<file path="src/uart_regs.svh">
/*
  Field positions, reset values and timing counts for the dual channel UART.
  Assumes a single 125 MHz system clock; included by bare name.
*/
`ifndef UART_REGS_SVH
`define UART_REGS_SVH
// Overview of operation
// - Two independent channels, each moving data by interrupt or DMA request.
// - Each channel has 16-byte receive and transmit FIFOs beside its shifters.
// - Frame: start bit, 5 to 8 data bits, optional parity, 1 or 2 stops.
// - Break holds the serial output low longer than one whole frame.
// - Break starts after the current word ends; queued data resumes afterwards.
// - Overrun flagged when a new character meets an unread previous one; FIFO mode flags it only when the FIFO is full.
// - Parity error flagged when received parity mismatches the setting.
// - Frame error flagged when the stop bit is not high.
// - Break flagged when the receive line stays low a whole frame.
// - FIFO mode: data waiting and 3 idle character times raise time-out.
// - Auto flow: transmitter takes from FIFO only while clear-to-send active.
// - Auto flow: request-to-send on above 2 free bytes, off below 1.
// - Eight status conditions are reported per channel.
// - Receive errors request an interrupt only with error enable set.
// - Received character stored raises receive request, interrupt in interrupt mode.
// - Character moved to shifter raises transmit request, interrupt in interrupt mode.
// - In DMA mode those requests drive DMA request outputs instead.
// - FIFO mode uses trigger levels; non-FIFO mode uses buffer full/empty.
// - FIFO mode: a byte's error, overrun too, reports at the FIFO head.
// - Bit clock is master clock divided by 16 and by divisor plus one.
// - Two-bit word length selects 5 to 8 bits; one bit selects stops.
// - Error status FIFO follows data; reading data and status clears it.

`define FIFO_DEPTH       16
`define OVERSAMPLE       16
`define SAMPLE_MID       7
`define RTS_ON_FREE      2
`define RTS_OFF_FREE     1
`define RX_TIMEOUT_CHARS 3
`define BREAK_MIN_BITS   13

`define LF_WLEN_MSB      1
`define LF_WLEN_LSB      0
`define LF_TWO_STOP      2
`define LF_PAR_SEL_MSB   4
`define LF_PAR_SEL_LSB   3
`define LF_PAR_EN        5

`define CC_RX_DMA        0
`define CC_TX_DMA        1
`define CC_SEND_BREAK    2
`define CC_ERR_IRQ_EN    3
`define CC_FIFO_EN       4
`define CC_RX_TRIG_MSB   11
`define CC_RX_TRIG_LSB   8
`define CC_TX_TRIG_MSB   15
`define CC_TX_TRIG_LSB   12

`define MC_MANUAL_RTS    0
`define MC_AUTO_FLOW     1

`define ERR_OVERRUN      3
`define ERR_PARITY       2
`define ERR_FRAME        1
`define ERR_BREAK        0

`define DIV_RESET        16'h0000
`endif
</file>
<file path="src/uart_pkg.sv">
/*
  Types and the parity helper shared by the UART files.
  Assumes nothing beyond the compiler.
*/
package uart_pkg;
  typedef enum {TX_IDLE, TX_START, TX_DATA, TX_PARITY, TX_STOP, TX_BREAK} tx_state_t;
  typedef enum {RX_IDLE, RX_START, RX_DATA, RX_PARITY, RX_STOP} rx_state_t;

  // Select codes: 00 odd, 01 even, 10 forced one, 11 forced zero
  function automatic logic parity_bit(input logic [7:0] data, input logic [1:0] sel);
    case (sel)
      2'h0:    parity_bit = ~^data;
      2'h1:    parity_bit = ^data;
      2'h2:    parity_bit = 1'b1;
      default: parity_bit = 1'b0;
    endcase
  endfunction : parity_bit
endpackage : uart_pkg

</file>
<file path="src/dual_channel_fifo_uart.sv">
/*
  Two-channel asynchronous serial unit with FIFOs, flow control, break and
  receive error reporting. Assumes control bits are held stable by software,
  serial and handshake pins are asynchronous, and one 125 MHz clock.
*/
`include "uart_regs.svh"
module dual_channel_fifo_uart import uart_pkg::*; (
  input  wire logic             clk,
  input  wire logic             rst,
  input  wire logic             ce,
  input  wire logic [1:0]       serial_rx_in,
  output logic      [1:0]       serial_tx_out,
  input  wire logic [1:0]       cts_n_in,
  output logic      [1:0]       rts_n_out,
  input  wire logic [1:0][5:0]  line_format_reg,
  input  wire logic [1:0][15:0] channel_control_reg,
  input  wire logic [1:0][1:0]  modem_control_reg,
  input  wire logic [1:0][15:0] bit_rate_divisor,
  input  wire logic [1:0]       tx_wr_valid,
  input  wire logic [1:0][7:0]  tx_wr_data,
  output logic      [1:0]       tx_wr_ready,
  input  wire logic [1:0]       rx_rd_strobe,
  output logic      [1:0][7:0]  rx_holding_reg,
  input  wire logic [1:0]       rx_err_rd_strobe,
  output logic      [1:0][3:0]  rx_error_status_reg,
  output logic      [1:0][2:0]  tx_rx_status_reg,
  output logic      [1:0][9:0]  fifo_status_reg,
  output logic      [1:0]       modem_status_reg,
  output logic      [1:0]       rx_irq,
  output logic      [1:0]       tx_irq,
  output logic      [1:0]       err_irq,
  output logic      [1:0]       rx_dma_req,
  output logic      [1:0]       tx_dma_req
);
  for (genvar ch = 0; ch < 2; ch++) begin : g_ch
    logic [1:0]  rx_sync;
    logic [1:0]  cts_sync;
    logic        rx_bit;
    logic        cts_active;
    logic [5:0]  lf;
    logic [15:0] cc;
    logic [3:0]  nbits;
    logic        par_en;
    logic [1:0]  par_sel;
    logic        two_stop;
    logic        fifo_en;
    logic        afc;
    logic        send_break;
    logic [4:0]  limit;
    logic [3:0]  frame_bits;
    logic [15:0] div_cnt;
    logic        tick;
    // Transmit side
    tx_state_t   tx_state;
    logic [3:0]  tx_sub;
    logic [3:0]  tx_bitn;
    logic [7:0]  tx_shift;
    logic        tx_par;
    logic        tx_bit_end;
    logic        tx_go;
    logic        tx_full;
    logic [4:0]  tx_cnt;
    logic [7:0]  tx_head;
    logic        tx_req;
    logic        tx_line;
    // Receive side
    rx_state_t   rx_state;
    logic [3:0]  rx_sub;
    logic [3:0]  rx_bitn;
    logic [7:0]  rx_shift;
    logic        rx_par;
    logic        rx_sample;
    logic        rx_done;
    logic [7:0]  rx_aligned;
    logic [3:0]  rx_err_new;
    logic        rx_full;
    logic [4:0]  rx_cnt;
    logic [11:0] rx_head;
    logic        rx_push;
    logic        rx_pop;
    logic        ovr_pending;
    logic        head_reported;
    logic        err_set;
    logic [3:0]  err_stat;
    logic [9:0]  to_cnt;
    logic [9:0]  to_limit;
    logic        timeout;
    logic        rx_req;
    logic [4:0]  rx_free;
    logic        rts_active;

    // Two flops on every pin before any logic
    always_ff @(posedge clk) begin
      if (rst) begin
        rx_sync  <= 2'h3;
        cts_sync <= 2'h3;
      end else if (ce) begin
        rx_sync  <= {rx_sync[0], serial_rx_in[ch]};
        cts_sync <= {cts_sync[0], cts_n_in[ch]};
      end
    end
    assign rx_bit     = rx_sync[1];
    assign cts_active = !cts_sync[1];

    assign lf         = line_format_reg[ch];
    assign cc         = channel_control_reg[ch];
    assign nbits      = 4'h5 + {2'h0, lf[`LF_WLEN_MSB:`LF_WLEN_LSB]};
    assign two_stop   = lf[`LF_TWO_STOP];
    assign par_en     = lf[`LF_PAR_EN];
    assign par_sel    = lf[`LF_PAR_SEL_MSB:`LF_PAR_SEL_LSB];
    assign fifo_en    = cc[`CC_FIFO_EN];
    assign send_break = cc[`CC_SEND_BREAK];
    assign afc        = modem_control_reg[ch][`MC_AUTO_FLOW];
    // Non-FIFO mode shrinks both queues to a single holding register
    assign limit      = fifo_en ? 5'(`FIFO_DEPTH) : 5'h01;
    assign frame_bits = 4'h2 + nbits + {3'h0, par_en} + {3'h0, two_stop};

    // One tick per divisor+1 clocks; sixteen ticks make one bit
    assign tick = (div_cnt == 16'h0000);
    always_ff @(posedge clk) begin
      if (rst) begin
        div_cnt <= `DIV_RESET;
      end else if (ce) begin
        div_cnt <= tick ? bit_rate_divisor[ch] : div_cnt - 16'h0001;
      end
    end

    uart_fifo #(.WIDTH(8)) u_tx_fifo (
      .clk       (clk),
      .rst       (rst),
      .ce        (ce),
      .limit     (limit),
      .push      (tx_wr_valid[ch]),
      .push_data (tx_wr_data[ch]),
      .pop       (tx_go),
      .head      (tx_head),
      .count     (tx_cnt),
      .full      (tx_full)
    );
    assign tx_wr_ready[ch] = !tx_full;

    // A break request is only seen in idle, so the word on the line completes
    assign tx_go = (tx_state == TX_IDLE) && (tx_cnt != 5'h00) && !send_break
                   && (!afc || cts_active);
    assign tx_bit_end = tick && (tx_sub == 4'(`OVERSAMPLE - 1));

    always_ff @(posedge clk) begin
      if (rst) begin
        tx_state <= TX_IDLE;
        tx_sub   <= 4'h0;
        tx_bitn  <= 4'h0;
        tx_shift <= 8'h00;
        tx_par   <= 1'b0;
      end else if (ce) begin
        if (tx_state != TX_IDLE && tick) begin
          tx_sub <= tx_sub + 4'h1;
        end
        case (tx_state)
          TX_IDLE: begin
            tx_sub  <= 4'h0;
            tx_bitn <= 4'h0;
            if (send_break) begin
              tx_state <= TX_BREAK;
            end else if (tx_go) begin
              tx_shift <= tx_head;
              tx_par   <= parity_bit(tx_head & (8'hff >> (4'h8 - nbits)), par_sel);
              tx_state <= TX_START;
            end
          end
          TX_START: begin
            if (tx_bit_end) begin
              tx_state <= TX_DATA;
            end
          end
          TX_DATA: begin
            if (tx_bit_end) begin
              tx_shift <= {1'b0, tx_shift[7:1]};
              tx_bitn  <= tx_bitn + 4'h1;
              if (tx_bitn == nbits - 4'h1) begin
                tx_bitn  <= 4'h0;
                tx_state <= par_en ? TX_PARITY : TX_STOP;
              end
            end
          end
          TX_PARITY: begin
            if (tx_bit_end) begin
              tx_state <= TX_STOP;
            end
          end
          TX_STOP: begin
            if (tx_bit_end) begin
              if (two_stop && tx_bitn == 4'h0) begin
                tx_bitn <= 4'h1;
              end else begin
                tx_state <= TX_IDLE;
              end
            end
          end
          TX_BREAK: begin
            // Low for more bit times than the longest frame, then a mark
            // stop bit before queued data resumes
            if (tx_bit_end) begin
              if (tx_bitn < 4'(`BREAK_MIN_BITS)) begin
                tx_bitn <= tx_bitn + 4'h1;
              end else if (!send_break) begin
                tx_bitn  <= 4'h0;
                tx_state <= TX_STOP;
              end
            end
          end
          default: tx_state <= TX_IDLE;
        endcase
      end
    end

    always_comb begin
      case (tx_state)
        TX_START:  tx_line = 1'b0;
        TX_DATA:   tx_line = tx_shift[0];
        TX_PARITY: tx_line = tx_par;
        TX_BREAK:  tx_line = 1'b0;
        default:   tx_line = 1'b1;
      endcase
    end

    always_ff @(posedge clk) begin
      if (rst) begin
        serial_tx_out[ch] <= 1'b1;
      end else if (ce) begin
        serial_tx_out[ch] <= tx_line;
      end
    end

    // Receiver: realign mid start bit, then sample every 16 ticks
    assign rx_sample  = tick && (rx_sub == 4'(`OVERSAMPLE - 1));
    assign rx_done    = (rx_state == RX_STOP) && rx_sample;
    assign rx_aligned = rx_shift >> (4'h8 - nbits);
    always_comb begin
      rx_err_new               = 4'h0;
      rx_err_new[`ERR_FRAME]   = !rx_bit;
      rx_err_new[`ERR_PARITY]  = par_en && (rx_par != parity_bit(rx_aligned, par_sel));
      // All data, parity and stop low means the line sat low a whole frame
      rx_err_new[`ERR_BREAK]   = (rx_aligned == 8'h00) && !rx_bit && !(par_en && rx_par);
      rx_err_new[`ERR_OVERRUN] = rx_full || ovr_pending;
    end

    always_ff @(posedge clk) begin
      if (rst) begin
        rx_state <= RX_IDLE;
        rx_sub   <= 4'h0;
        rx_bitn  <= 4'h0;
        rx_shift <= 8'h00;
        rx_par   <= 1'b0;
      end else if (ce) begin
        if (tick) begin
          rx_sub <= rx_sub + 4'h1;
        end
        case (rx_state)
          RX_IDLE: begin
            rx_sub  <= 4'h0;
            rx_bitn <= 4'h0;
            if (!rx_bit) begin
              rx_state <= RX_START;
            end
          end
          RX_START: begin
            if (tick && rx_sub == 4'(`SAMPLE_MID)) begin
              rx_sub   <= 4'h0;
              rx_state <= rx_bit ? RX_IDLE : RX_DATA;
            end
          end
          RX_DATA: begin
            if (rx_sample) begin
              rx_shift <= {rx_bit, rx_shift[7:1]};
              rx_bitn  <= rx_bitn + 4'h1;
              if (rx_bitn == nbits - 4'h1) begin
                rx_state <= par_en ? RX_PARITY : RX_STOP;
              end
            end
          end
          RX_PARITY: begin
            if (rx_sample) begin
              rx_par   <= rx_bit;
              rx_state <= RX_STOP;
            end
          end
          RX_STOP: begin
            if (rx_sample) begin
              rx_state <= RX_IDLE;
            end
          end
          default: rx_state <= RX_IDLE;
        endcase
      end
    end

    // FIFO mode drops a character that finds the queue full and carries the
    // overrun on the next stored one; non-FIFO mode overwrites the holder
    assign rx_push = rx_done && (!rx_full || !fifo_en);
    assign rx_pop  = rx_rd_strobe[ch] || (rx_done && rx_full && !fifo_en);

    uart_fifo #(.WIDTH(12)) u_rx_fifo (
      .clk       (clk),
      .rst       (rst),
      .ce        (ce),
      .limit     (limit),
      .push      (rx_push),
      .push_data ({rx_err_new, rx_aligned}),
      .pop       (rx_pop),
      .head      (rx_head),
      .count     (rx_cnt),
      .full      (rx_full)
    );
    assign rx_holding_reg[ch] = rx_head[7:0];

    always_ff @(posedge clk) begin
      if (rst) begin
        ovr_pending <= 1'b0;
      end else if (ce) begin
        if (rx_done && rx_full && fifo_en) begin
          ovr_pending <= 1'b1;
        end else if (rx_push) begin
          ovr_pending <= 1'b0;
        end
      end
    end

    // Errors report once, when their character sits at the head; in
    // non-FIFO mode the head is the new character, so that is immediate
    assign err_set = (rx_cnt != 5'h00) && (rx_head[11:8] != 4'h0) && !head_reported;
    always_ff @(posedge clk) begin
      if (rst) begin
        head_reported <= 1'b0;
        err_stat      <= 4'h0;
      end else if (ce) begin
        if (rx_pop && rx_cnt != 5'h00) begin
          head_reported <= 1'b0;
        end else if (err_set) begin
          head_reported <= 1'b1;
        end
        // A new error wins over a read in the same cycle
        err_stat <= (rx_err_rd_strobe[ch] ? 4'h0 : err_stat)
                    | (err_set ? rx_head[11:8] : 4'h0);
      end
    end
    assign rx_error_status_reg[ch] = err_stat;
    assign err_irq[ch] = cc[`CC_ERR_IRQ_EN] && (err_stat != 4'h0);

    // Time-out counts ticks while data waits and the line is idle
    assign to_limit = {6'h00, frame_bits} * 10'(`RX_TIMEOUT_CHARS * `OVERSAMPLE);
    assign timeout  = fifo_en && (rx_cnt != 5'h00) && (to_cnt >= to_limit);
    always_ff @(posedge clk) begin
      if (rst) begin
        to_cnt <= 10'h000;
      end else if (ce) begin
        if (!fifo_en || rx_cnt == 5'h00 || rx_state != RX_IDLE || rx_pop) begin
          to_cnt <= 10'h000;
        end else if (tick && !timeout) begin
          to_cnt <= to_cnt + 10'h001;
        end
      end
    end

    assign rx_req = fifo_en
        ? ((rx_cnt != 5'h00 && rx_cnt >= {1'b0, cc[`CC_RX_TRIG_MSB:`CC_RX_TRIG_LSB]}) || timeout)
        : (rx_cnt != 5'h00);
    assign tx_req = fifo_en
        ? (tx_cnt <= {1'b0, cc[`CC_TX_TRIG_MSB:`CC_TX_TRIG_LSB]})
        : (tx_cnt == 5'h00);
    assign rx_irq[ch]     = rx_req && !cc[`CC_RX_DMA];
    assign rx_dma_req[ch] = rx_req && cc[`CC_RX_DMA];
    assign tx_irq[ch]     = tx_req && !cc[`CC_TX_DMA];
    assign tx_dma_req[ch] = tx_req && cc[`CC_TX_DMA];

    // Hysteresis between thresholds keeps the handshake stable
    assign rx_free = 5'(`FIFO_DEPTH) - rx_cnt;
    always_ff @(posedge clk) begin
      if (rst) begin
        rts_active <= 1'b0;
      end else if (ce) begin
        if (!afc) begin
          rts_active <= modem_control_reg[ch][`MC_MANUAL_RTS];
        end else if (rx_free > 5'(`RTS_ON_FREE)) begin
          rts_active <= 1'b1;
        end else if (rx_free < 5'(`RTS_OFF_FREE)) begin
          rts_active <= 1'b0;
        end
      end
    end
    assign rts_n_out[ch] = !rts_active;

    assign tx_rx_status_reg[ch] = {tx_state == TX_IDLE, tx_cnt == 5'h00,
                                   rx_cnt != 5'h00};
    assign fifo_status_reg[ch]  = {tx_cnt, rx_cnt};
    assign modem_status_reg[ch] = cts_active;
  end
endmodule : dual_channel_fifo_uart

</file>
<file path="src/uart_fifo.sv">
/*
  Sixteen-entry synchronous FIFO with a run-time fill limit.
  Assumes push and pop come from logic on the same clock.
*/
`include "uart_regs.svh"
module uart_fifo import uart_pkg::*; #(
  parameter int WIDTH = 8
) (
  input  wire logic             clk,
  input  wire logic             rst,
  input  wire logic             ce,
  input  wire logic [4:0]       limit,
  input  wire logic             push,
  input  wire logic [WIDTH-1:0] push_data,
  input  wire logic             pop,
  output logic [WIDTH-1:0]      head,
  output logic [4:0]            count,
  output logic                  full
);
  logic [WIDTH-1:0] mem [0:`FIFO_DEPTH-1];
  logic [3:0]       wr_ptr;
  logic [3:0]       rd_ptr;
  logic             do_push;
  logic             do_pop;

  // A push into a full FIFO is taken only together with a pop, which lets
  // the one-entry mode overwrite its unread character.
  assign full    = (count >= limit);
  assign do_pop  = pop && (count != 5'h00);
  assign do_push = push && (!full || do_pop);
  assign head    = mem[rd_ptr];

  always_ff @(posedge clk) begin
    if (ce && do_push) begin
      mem[wr_ptr] <= push_data;
    end
  end

  always_ff @(posedge clk) begin
    if (rst) begin
      wr_ptr <= 4'h0;
      rd_ptr <= 4'h0;
      count  <= 5'h00;
    end else if (ce) begin
      if (do_push) begin
        wr_ptr <= wr_ptr + 4'h1;
      end
      if (do_pop) begin
        rd_ptr <= rd_ptr + 4'h1;
      end
      if (do_push && !do_pop) begin
        count <= count + 5'h01;
      end else if (do_pop && !do_push) begin
        count <= count - 5'h01;
      end
    end
  end
endmodule : uart_fifo

</file>
<file path="config.mk">
export PLATFORM = sky130hd
export DESIGN_NAME = dual_channel_fifo_uart
export DESIGN_NICKNAME = d
export VERILOG_FILES = /design/src/uart_pkg.sv /design/src/dual_channel_fifo_uart.sv /design/src/uart_fifo.sv
export VERILOG_INCLUDE_DIRS = /design/src
export SDC_FILE = /design/constraint.sdc
export NUM_CORES = 1
export LEC_CHECK = 0
export CORE_ASPECT_RATIO = 1.75
export CORE_MARGIN = 2
export CORE_UTILIZATION = 64
export CTS_CLUSTER_DIAMETER = 120
export DETAILED_ROUTE_END_ITERATION = 8
export DONT_BUFFER_PORTS = 1
export PLACE_DENSITY_LB_ADDON = 0.05
export RECOVER_POWER = 100
export SKIP_LAST_GASP = 1
export SLEW_MARGIN = 20
export SYNTH_ARGS = -nofsm -noshare
export SYNTH_HDL_FRONTEND = slang
export SYNTH_SLANG_ARGS = --single-unit
</file>
<file path="constraint.sdc">
create_clock -name clk -period 5.1 [get_ports clk]
set_input_delay 0.255 -clock clk [delete_from_list [all_inputs] [get_ports clk]]
set_output_delay 0.255 -clock clk [all_outputs]
set_load 0.05 [all_outputs]
</file>
Word-level counts from Yosys, hierarchy flattened
Memory sizes are Yosys's and may differ from the RTL's. A register that Yosys moved wholly into a read port is not among the register bits.
Index checks and enable logic that the tools add are counted.
{"block": "word_totals", "in_bits": 109, "output_inout_bits": 68, "mem_bits_rw": 640, "memories": 4, "word_cells": 568, "register_bits": 324}
{"block": "op_classes", "order_cmp": 16, "mux": 140, "shifts": 4, "eq_ne": 78, "n_addsub": 42, "bitwise": 6, "n_mul": 2, "n_reduce_logical": 226}
{"memory": "g_ch[0].u_rx_fifo.mem", "words": 16, "word_bits": 12, "read_ports": 1, "rd_clocked_by_memory_dff": 1, "write_ports": 1, "line": "uart_fifo.sv:20", "source": "logic [WIDTH-1:0] mem [0:`FIFO_DEPTH-1];"}
{"memory": "g_ch[1].u_rx_fifo.mem", "words": 16, "word_bits": 12, "read_ports": 1, "rd_clocked_by_memory_dff": 1, "write_ports": 1, "line": "uart_fifo.sv:20"}
{"memory": "g_ch[0].u_tx_fifo.mem", "words": 16, "word_bits": 8, "read_ports": 1, "rd_clocked_by_memory_dff": 1, "write_ports": 1, "line": "uart_fifo.sv:20"}
{"memory": "g_ch[1].u_tx_fifo.mem", "words": 16, "word_bits": 8, "read_ports": 1, "rd_clocked_by_memory_dff": 1, "write_ports": 1, "line": "uart_fifo.sv:20"}
{"operator": "$mux 32", "count": 34}
{"operator": "$pmux 32 s6", "count": 2}
{"operator": "$pmux 32 s5", "count": 2}
{"operator": "$eq 32x2->1 const B", "count": 8}
{"operator": "$eq 32x3->1 const B", "count": 6}
{"operator": "$logic_not 32->1", "count": 6}
{"operator": "$mux 4", "count": 36}
{"operator": "$eq 32x1->1 const B", "count": 4}
{"operator": "$reduce_bool 32->1", "count": 4}
{"operator": "$logic_and 1x1->1", "count": 76}
{"operator": "$ne 2x2->1 const B", "count": 34}
{"operator": "$add 4x1->4 const B", "count": 16}
{"operator": "$eq 32x4->1 const B", "count": 2}
{"operator": "$mux 5", "count": 10}
{"operator": "$mux 8", "count": 6}
{"operator": "$reduce_and 2->1", "count": 22}
{"operator": "$mux 10", "count": 4}
{"operator": "$logic_not 1->1", "count": 34}
{"operator": "$logic_not 16->1", "count": 2}
{"operator": "$mux 16", "count": 2}
{"operator": "$pmux 4 s2", "count": 4}
{"operator": "$pmux 4 s4", "count": 2}
{"operator": "$pmux 8 s2", "count": 2}
{"operator": "$reduce_bool 2->1", "count": 16}
{"operator": "52 further kinds", "count": 180}

Logic depth before layout (Yosys ltp)
{"block": "logic_depth", "depth_word": 13, "mapped_depth": 18, "ltp_nobuf": 16}

Hierarchy
Synthesis repeated with hierarchy kept, for this count alone.
{"block": "hier_totals", "cells_unflattened": 2733, "area_unflattened_um2": 39337.7}
{"module": "dual_channel_fifo_uart", "area_each_um2": 10578.9, "n_inst": 1, "cells_each": 1343, "seq_area_each_um2": 3123.0}
{"module": "uart_fifo at g_ch[1].u_rx_fifo", "area_each_um2": 8355.5, "n_inst": 1, "cells_each": 391, "seq_area_each_um2": 6105.9}
{"module": "uart_fifo at g_ch[0].u_rx_fifo", "area_each_um2": 8301.7, "n_inst": 1, "cells_each": 390, "seq_area_each_um2": 6105.9}
{"module": "uart_fifo at g_ch[1].u_tx_fifo", "area_each_um2": 6064.6, "n_inst": 1, "cells_each": 305, "seq_area_each_um2": 4184.0}
{"module": "uart_fifo at g_ch[0].u_tx_fifo", "area_each_um2": 6037.0, "n_inst": 1, "cells_each": 304, "seq_area_each_um2": 4184.0}

Least setup slack after synthesis
OpenSTA, ideal clock, no wires.
{"block": "synth_path", "path_type": "in2out", "startpoint": "in line_format_reg[0] (netlist name)", "endpoint": "out rx_dma_req[0]", "setup_slack_ns": 0.421, "t_required_ns": 4.845, "path_buffers": 3, "cell_stages": 17, "t_arrival_ns": 4.424, "cell_sequence": "buf_1 > inv_1 > ha_1 > buf_2 > inv_1 > ha_1 > xnor2_1 > inv_1 > ha_1 > xor2_1 > ha_1 > o21a_1 > o21a_1 > o21a_1 > clkbuf_1 > nor3_1 > nor3b_1"}
{"block": "synth_between", "elab_chain_cells": 10}
{"item": "start: declaration", "line": "dual_channel_fifo_uart.sv:15", "source": "input wire logic [1:0][5:0] line_format_reg,"}
{"item": "$add 3x2->4", "line": "dual_channel_fifo_uart.sv:107", "source": "assign nbits = 4'h5 + {2'h0, lf[`LF_WLEN_MSB:`LF_WLEN_LSB]};"}
{"item": "$add 2x4->4", "line": "dual_channel_fifo_uart.sv:116", "source": "assign frame_bits = 4'h2 + nbits + {3'h0, par_en} + {3'h0, two_stop};"}
{"item": "$add 4x1->4 (2 in series)", "line": "dual_channel_fifo_uart.sv:116"}
{"item": "$mul 4x2->6", "line": "dual_channel_fifo_uart.sv:350", "source": "assign to_limit = {6'h00, frame_bits} * 10'(`RX_TIMEOUT_CHARS * `OVERSAMPLE);"}
{"item": "$ge 10x10->1", "line": "dual_channel_fifo_uart.sv:351", "source": "assign timeout = fifo_en && (rx_cnt != 5'h00) && (to_cnt >= to_limit);"}
{"item": "$logic_and 1x1->1", "line": "dual_channel_fifo_uart.sv:351"}
{"item": "$logic_or 1x1->1", "line": "dual_channel_fifo_uart.sv:365", "source": "? ((rx_cnt != 5'h00 && rx_cnt >= {1'b0, cc[`CC_RX_TRIG_MSB:`CC_RX_TRIG_LSB]}) || timeout)"}
{"item": "$mux 1", "line": "dual_channel_fifo_uart.sv:364", "source": "assign rx_req = fifo_en"}
{"item": "$logic_and 1x1->1", "line": "dual_channel_fifo_uart.sv:371", "source": "assign rx_dma_req[ch] = rx_req && cc[`CC_RX_DMA];"}
{"item": "end: declaration", "line": "dual_channel_fifo_uart.sv:32", "source": "output logic [1:0] rx_dma_req,"}
No other way between the ends.

Worst setup path after layout
{"block": "layout_path", "startpoint": "reg g_ch[0].u_tx_fifo.count[1]", "endpoint": "reg g_ch[0].tx_par"}
{"block": "layout_between", "elab_chain_cells": 5}
{"item": "start: declaration", "line": "uart_fifo.sv:17", "source": "output logic [4:0] count,"}
{"item": "start signal: assignment", "line": "uart_fifo.sv:52", "source": "count <= count + 5'h01;"}
{"item": "start signal: assignment", "line": "uart_fifo.sv:54", "source": "count <= count - 5'h01;"}
{"item": "$reduce_bool 5->1", "line": "dual_channel_fifo_uart.sv:143", "source": "assign tx_go = (tx_state == TX_IDLE) && (tx_cnt != 5'h00) && !send_break"}
{"item": "$logic_and 1x1->1 (2 in series)", "line": "dual_channel_fifo_uart.sv:143"}
{"item": "$logic_and 1x1->1", "line": "dual_channel_fifo_uart.sv:144", "source": "&& (!afc || cts_active);"}
{"item": "$reduce_and 4->1 (no source line)"}
{"item": "end signal: assignment", "line": "dual_channel_fifo_uart.sv:166", "source": "tx_par <= parity_bit(tx_head & (8'hff >> (4'h8 - nbits)), par_sel);"}
{"item": "end: declaration", "line": "dual_channel_fifo_uart.sv:58", "source": "logic tx_par;"}
No other way between the ends.
A chain may end at the register's enable or synchronous reset.

==> results.py <==
metrics = {
    "status": {
        "status": "finished, violations left",
        "violations": "capacitance limit, slew limit",
    },
    "sta": {
        "finalSetupTns_ns": 0,
        "max_freq_mhz": 221,
        "worst_slew_pin_slew_ns": 4.18,
        "finalSetupViolCount": 0,
        "max_slew_margin_pct": -178,
        "period_needed_ns": 4.53,
        "drv_slew": 297,
        "fin_skew_ns": 0.0209,
        "rsz0062_at_grt": "false",
        "finalHoldViolCount": 0,
        "setup_ws_ns": 0.565,
        "fin_crit_sh_pct": 88.9,
    },
    "yosys": {
        "synth_edf_count": 640,
        "yosysWarnings": 0,
        "netlist_instances": 2696,
        "synth_cell_types": 85,
        "ys_seq_area_share_pct": 62.2,
        "syn_area_um2": 38100,
        "synth_nets": 2933,
        "synthFlopType": "edfxtp_1",
        "ys_seq_elements": 864,
        "async_flop_share_pct": 0,
        "avgSynthCellArea_um2": 14.1,
    },
    "die": {
        "coreArea_um2": 59100,
        "pin_count": 177,
        "die_h_um": 327,
        "row_count": 118,
        "initial_core_util_pct": 64.5,
        "dieArea_um2": 61600,
        "fp.dieW_um": 188,
    },
    "clocking": {
        "ctsHtreeMaxLevel": 3,
        "clockRootBuffer": "clkbuf_16",
        "cts_buffers": 76,
        "path_clk_slew_ns": 0.07,
        "worstSkewPairLatency_ns": 0.62,
        "clock_path_buffers": 3,
        "cts_num_sinks": 864,
        "post_cts_buffers": 0,
        "cts_tree": "yes",
    },
    "cells_and_area": {
        "multi_input_area_um2": 13400,
        "fillers": 3974,
        "synthToLayoutAreaGrowth_pct": 10.7,
        "regArea_um2": 23700,
        "drive_above_1_share_pct": 12.2,
        "nets": 3022,
        "final_common_cell": "edfxtp_1",
        "final_cell_mix": "edfxtp_1, nor2_1, dfxtp_1, mux4_2, nand2_1",
        "layout.cells.non_filler": 3628,
    },
    "worst_setup_path": {
        "cp_slowest_cell": "clkbuf_1",
        "cp.buffers_inverters": 5,
        "worstPathCellList": "clkbuf_1, or3_1, nor3_1, clkbuf_1, a2111oi_2, clkbuf_1, nand2_1, nor3b_1, dlygate4sd3_1, a21oi_1, o21ai_0, dlygate4sd3_1",
        "cpPeakStageDelay_ns": 0.73,
        "worst-setup-path-type": "flip-flop to flip-flop",
        "path_delay_family": "buffers and inverters",
        "end_kind": "flip-flop",
        "worstSetupStartpointType": "flip-flop",
        "worstPathRequired_ns": 5.66,
        "cp_max_fo": 6,
        "cp_common_cell": "clkbuf_1",
        "arrival_ns": 5.10,
    },
    "detailed_routing": {
        "drt_iter0_markers": 1674,
        "wl_um": 89800,
        "remaining_drc_errors": 0,
        "vias": 23100,
        "viasPerCell": 6.37,
        "dr.pass1.iters": 5,
        "ant_nets": 0,
        "wl_per_cell_um": 24.7,
    },
    "placement": {
        "gp_routability_congestion": 0.902,
        "dp_hpwl_um": 59900,
        "dp_slack_ns": 0.983,
        "place_inst": 3411,
        "io_buffers": 0,
    },
    "power_and_ir_drop": {
        "leakagePower_nw": 13.4,
        "powerDensity_nw_per_um2": 461,
        "vdd_drop_max_mv": 0.487,
    },
    "run": {
        "drv_cap": 3,
    },
    "grt": {
        "grt_pass1_wl_um": 138000,
        "grt.total_usage_pct": 29.7,
        "grt_antenna_before_repair": 6,
        "grt_max_degree": 184,
        "grt_pass1_vias": 24200,
        "overflow": 0,
    },
    "hold_path": {
        "hp-class": "primary input to flip-flop",
    },
}
[path summary, 6_finish.rpt]
path | to | start | slack (ns) | cells past startpoint
min reg2reg | g_ch[0].ovr_pending | g_ch[0].ovr_pending | 0.45 | 2
max | g_ch[0].tx_par | g_ch[0].u_tx_fifo.count[1] | 0.57 | 12
min | g_ch[1].tx_state[2] | line_format_reg[11] | 0.03 | 3
max reg2reg | g_ch[0].tx_par | g_ch[0].u_tx_fifo.count[1] | 0.57 | 12
[registers in the layout, summed over array words and instances (netlist names), 10 cells and up, named ones only]
signal and flops:
g_ch.div_cnt 32, g_ch.u_tx_fifo.mem 256, g_ch.u_rx_fifo.mem 384, g_ch.u_rx_fifo.count 10, g_ch.rx_shift 16, g_ch.to_cnt 20
g_ch.tx_shift 16, g_ch.u_tx_fifo.count 10
[metal layers]
layer	GRT usage, %	wire [µm]	up-vias
li1	-	-	10400
met1	33.6	31800	11600
met2	54.4	48400	832
met3	5.23	5340	242
met4	13.8	4170	6
met5	0	39	-
[kinds of logic (layout without fill, tap and decap cells)]
kind of cell	Yosys count	in the layout	share of synthesized area, %
simple gates	722	722	9.05
xor+xnor	93	93	2.21
buf+inv	243	390	2.63
compound gates	406	406	6.72
flops	864	864	62.2
mux	240	240	12.8
other cells	0	5	0
fa+ha+maj	128	128	4.36
[power by group]
group / internal, mW / switching, mW / leakage [nW]
Sequential: 7.88 / 0.839 / 7.05
Combinational: 1.79 / 2.99 / 5.06
Clock: 3.42 / 2.51 / 1.24
[timing repair]
| action | CTS | global route |
|---|---|---|
| hold buffers | 76 | 0 |
| resized for setup | 0 | 0 |
| endpoints found under the hold margin | 462 | 0 |
[worst min-delay path: stages]
cell     delay, ns
and3_1        0.17
or4_1         0.11
a21oi_1       0.05
[area by class of cell]
cell class | count | share of cell area (%)
sequential | 864 | 56.3
multi-input combinational | 1589 | 31.8
clock buffer | 92 | 4.85
timing repair buffer | 132 | 2.42
tap | 780 | 2.32
clock inverter | 44 | 1.24
inverter | 122 | 1.09
antenna | 5 | 0.0297
[cell usage after synthesis (9+ instances only)]
cell type / instances / area share [%]
edfxtp_1: 640 / 50
nor2_1: 262 / 2.6
dfxtp_1: 224 / 12
mux4_2: 185 / 11
nand2_1: 175 / 1.7
a21oi_1: 154 / 2.0
ha_1: 120 / 3.9
inv_1: 119 / 1.2
clkbuf_1: 78 / 0.77
o21ai_0: 65 / 0.85
xnor2_1: 56 / 1.3
nor3_1: 46 / 0.60
mux2i_1: 40 / 1.1
a22oi_1: 35 / 0.69
nand3_1: 35 / 0.46
xor2_1: 35 / 0.80
a211oi_1: 32 / 0.63
nor4_1: 23 / 0.38
nand4_1: 22 / 0.36
or3_1: 22 / 0.36
and2_1: 20 / 0.33
nor2b_1: 20 / 0.33
and3_1: 18 / 0.30
o31ai_1: 17 / 0.34
buf_1: 16 / 0.16
nand2b_1: 16 / 0.26
or4_1: 16 / 0.32
buf_2: 14 / 0.18
a21o_1: 13 / 0.26
o211ai_1: 12 / 0.24
mux4_1: 9 / 0.62
nor3b_1: 9 / 0.18
[stage by stage]
stage                     cell area [µm²]  hold slack (ns)  power, mW  util [%]
after CTS                           42400          0.00194       19.6      71.8
after global placement              39000            0.342       13.4      66.1
after detailed placement            39000            0.346       13.6      66.1
final                               42100           0.0346       19.4      71.4
after floorplan                     38100            0.354       12.4         -
after global routing                42100           0.0399       20.3      71.4
Power figures use the tool's default switching activity.
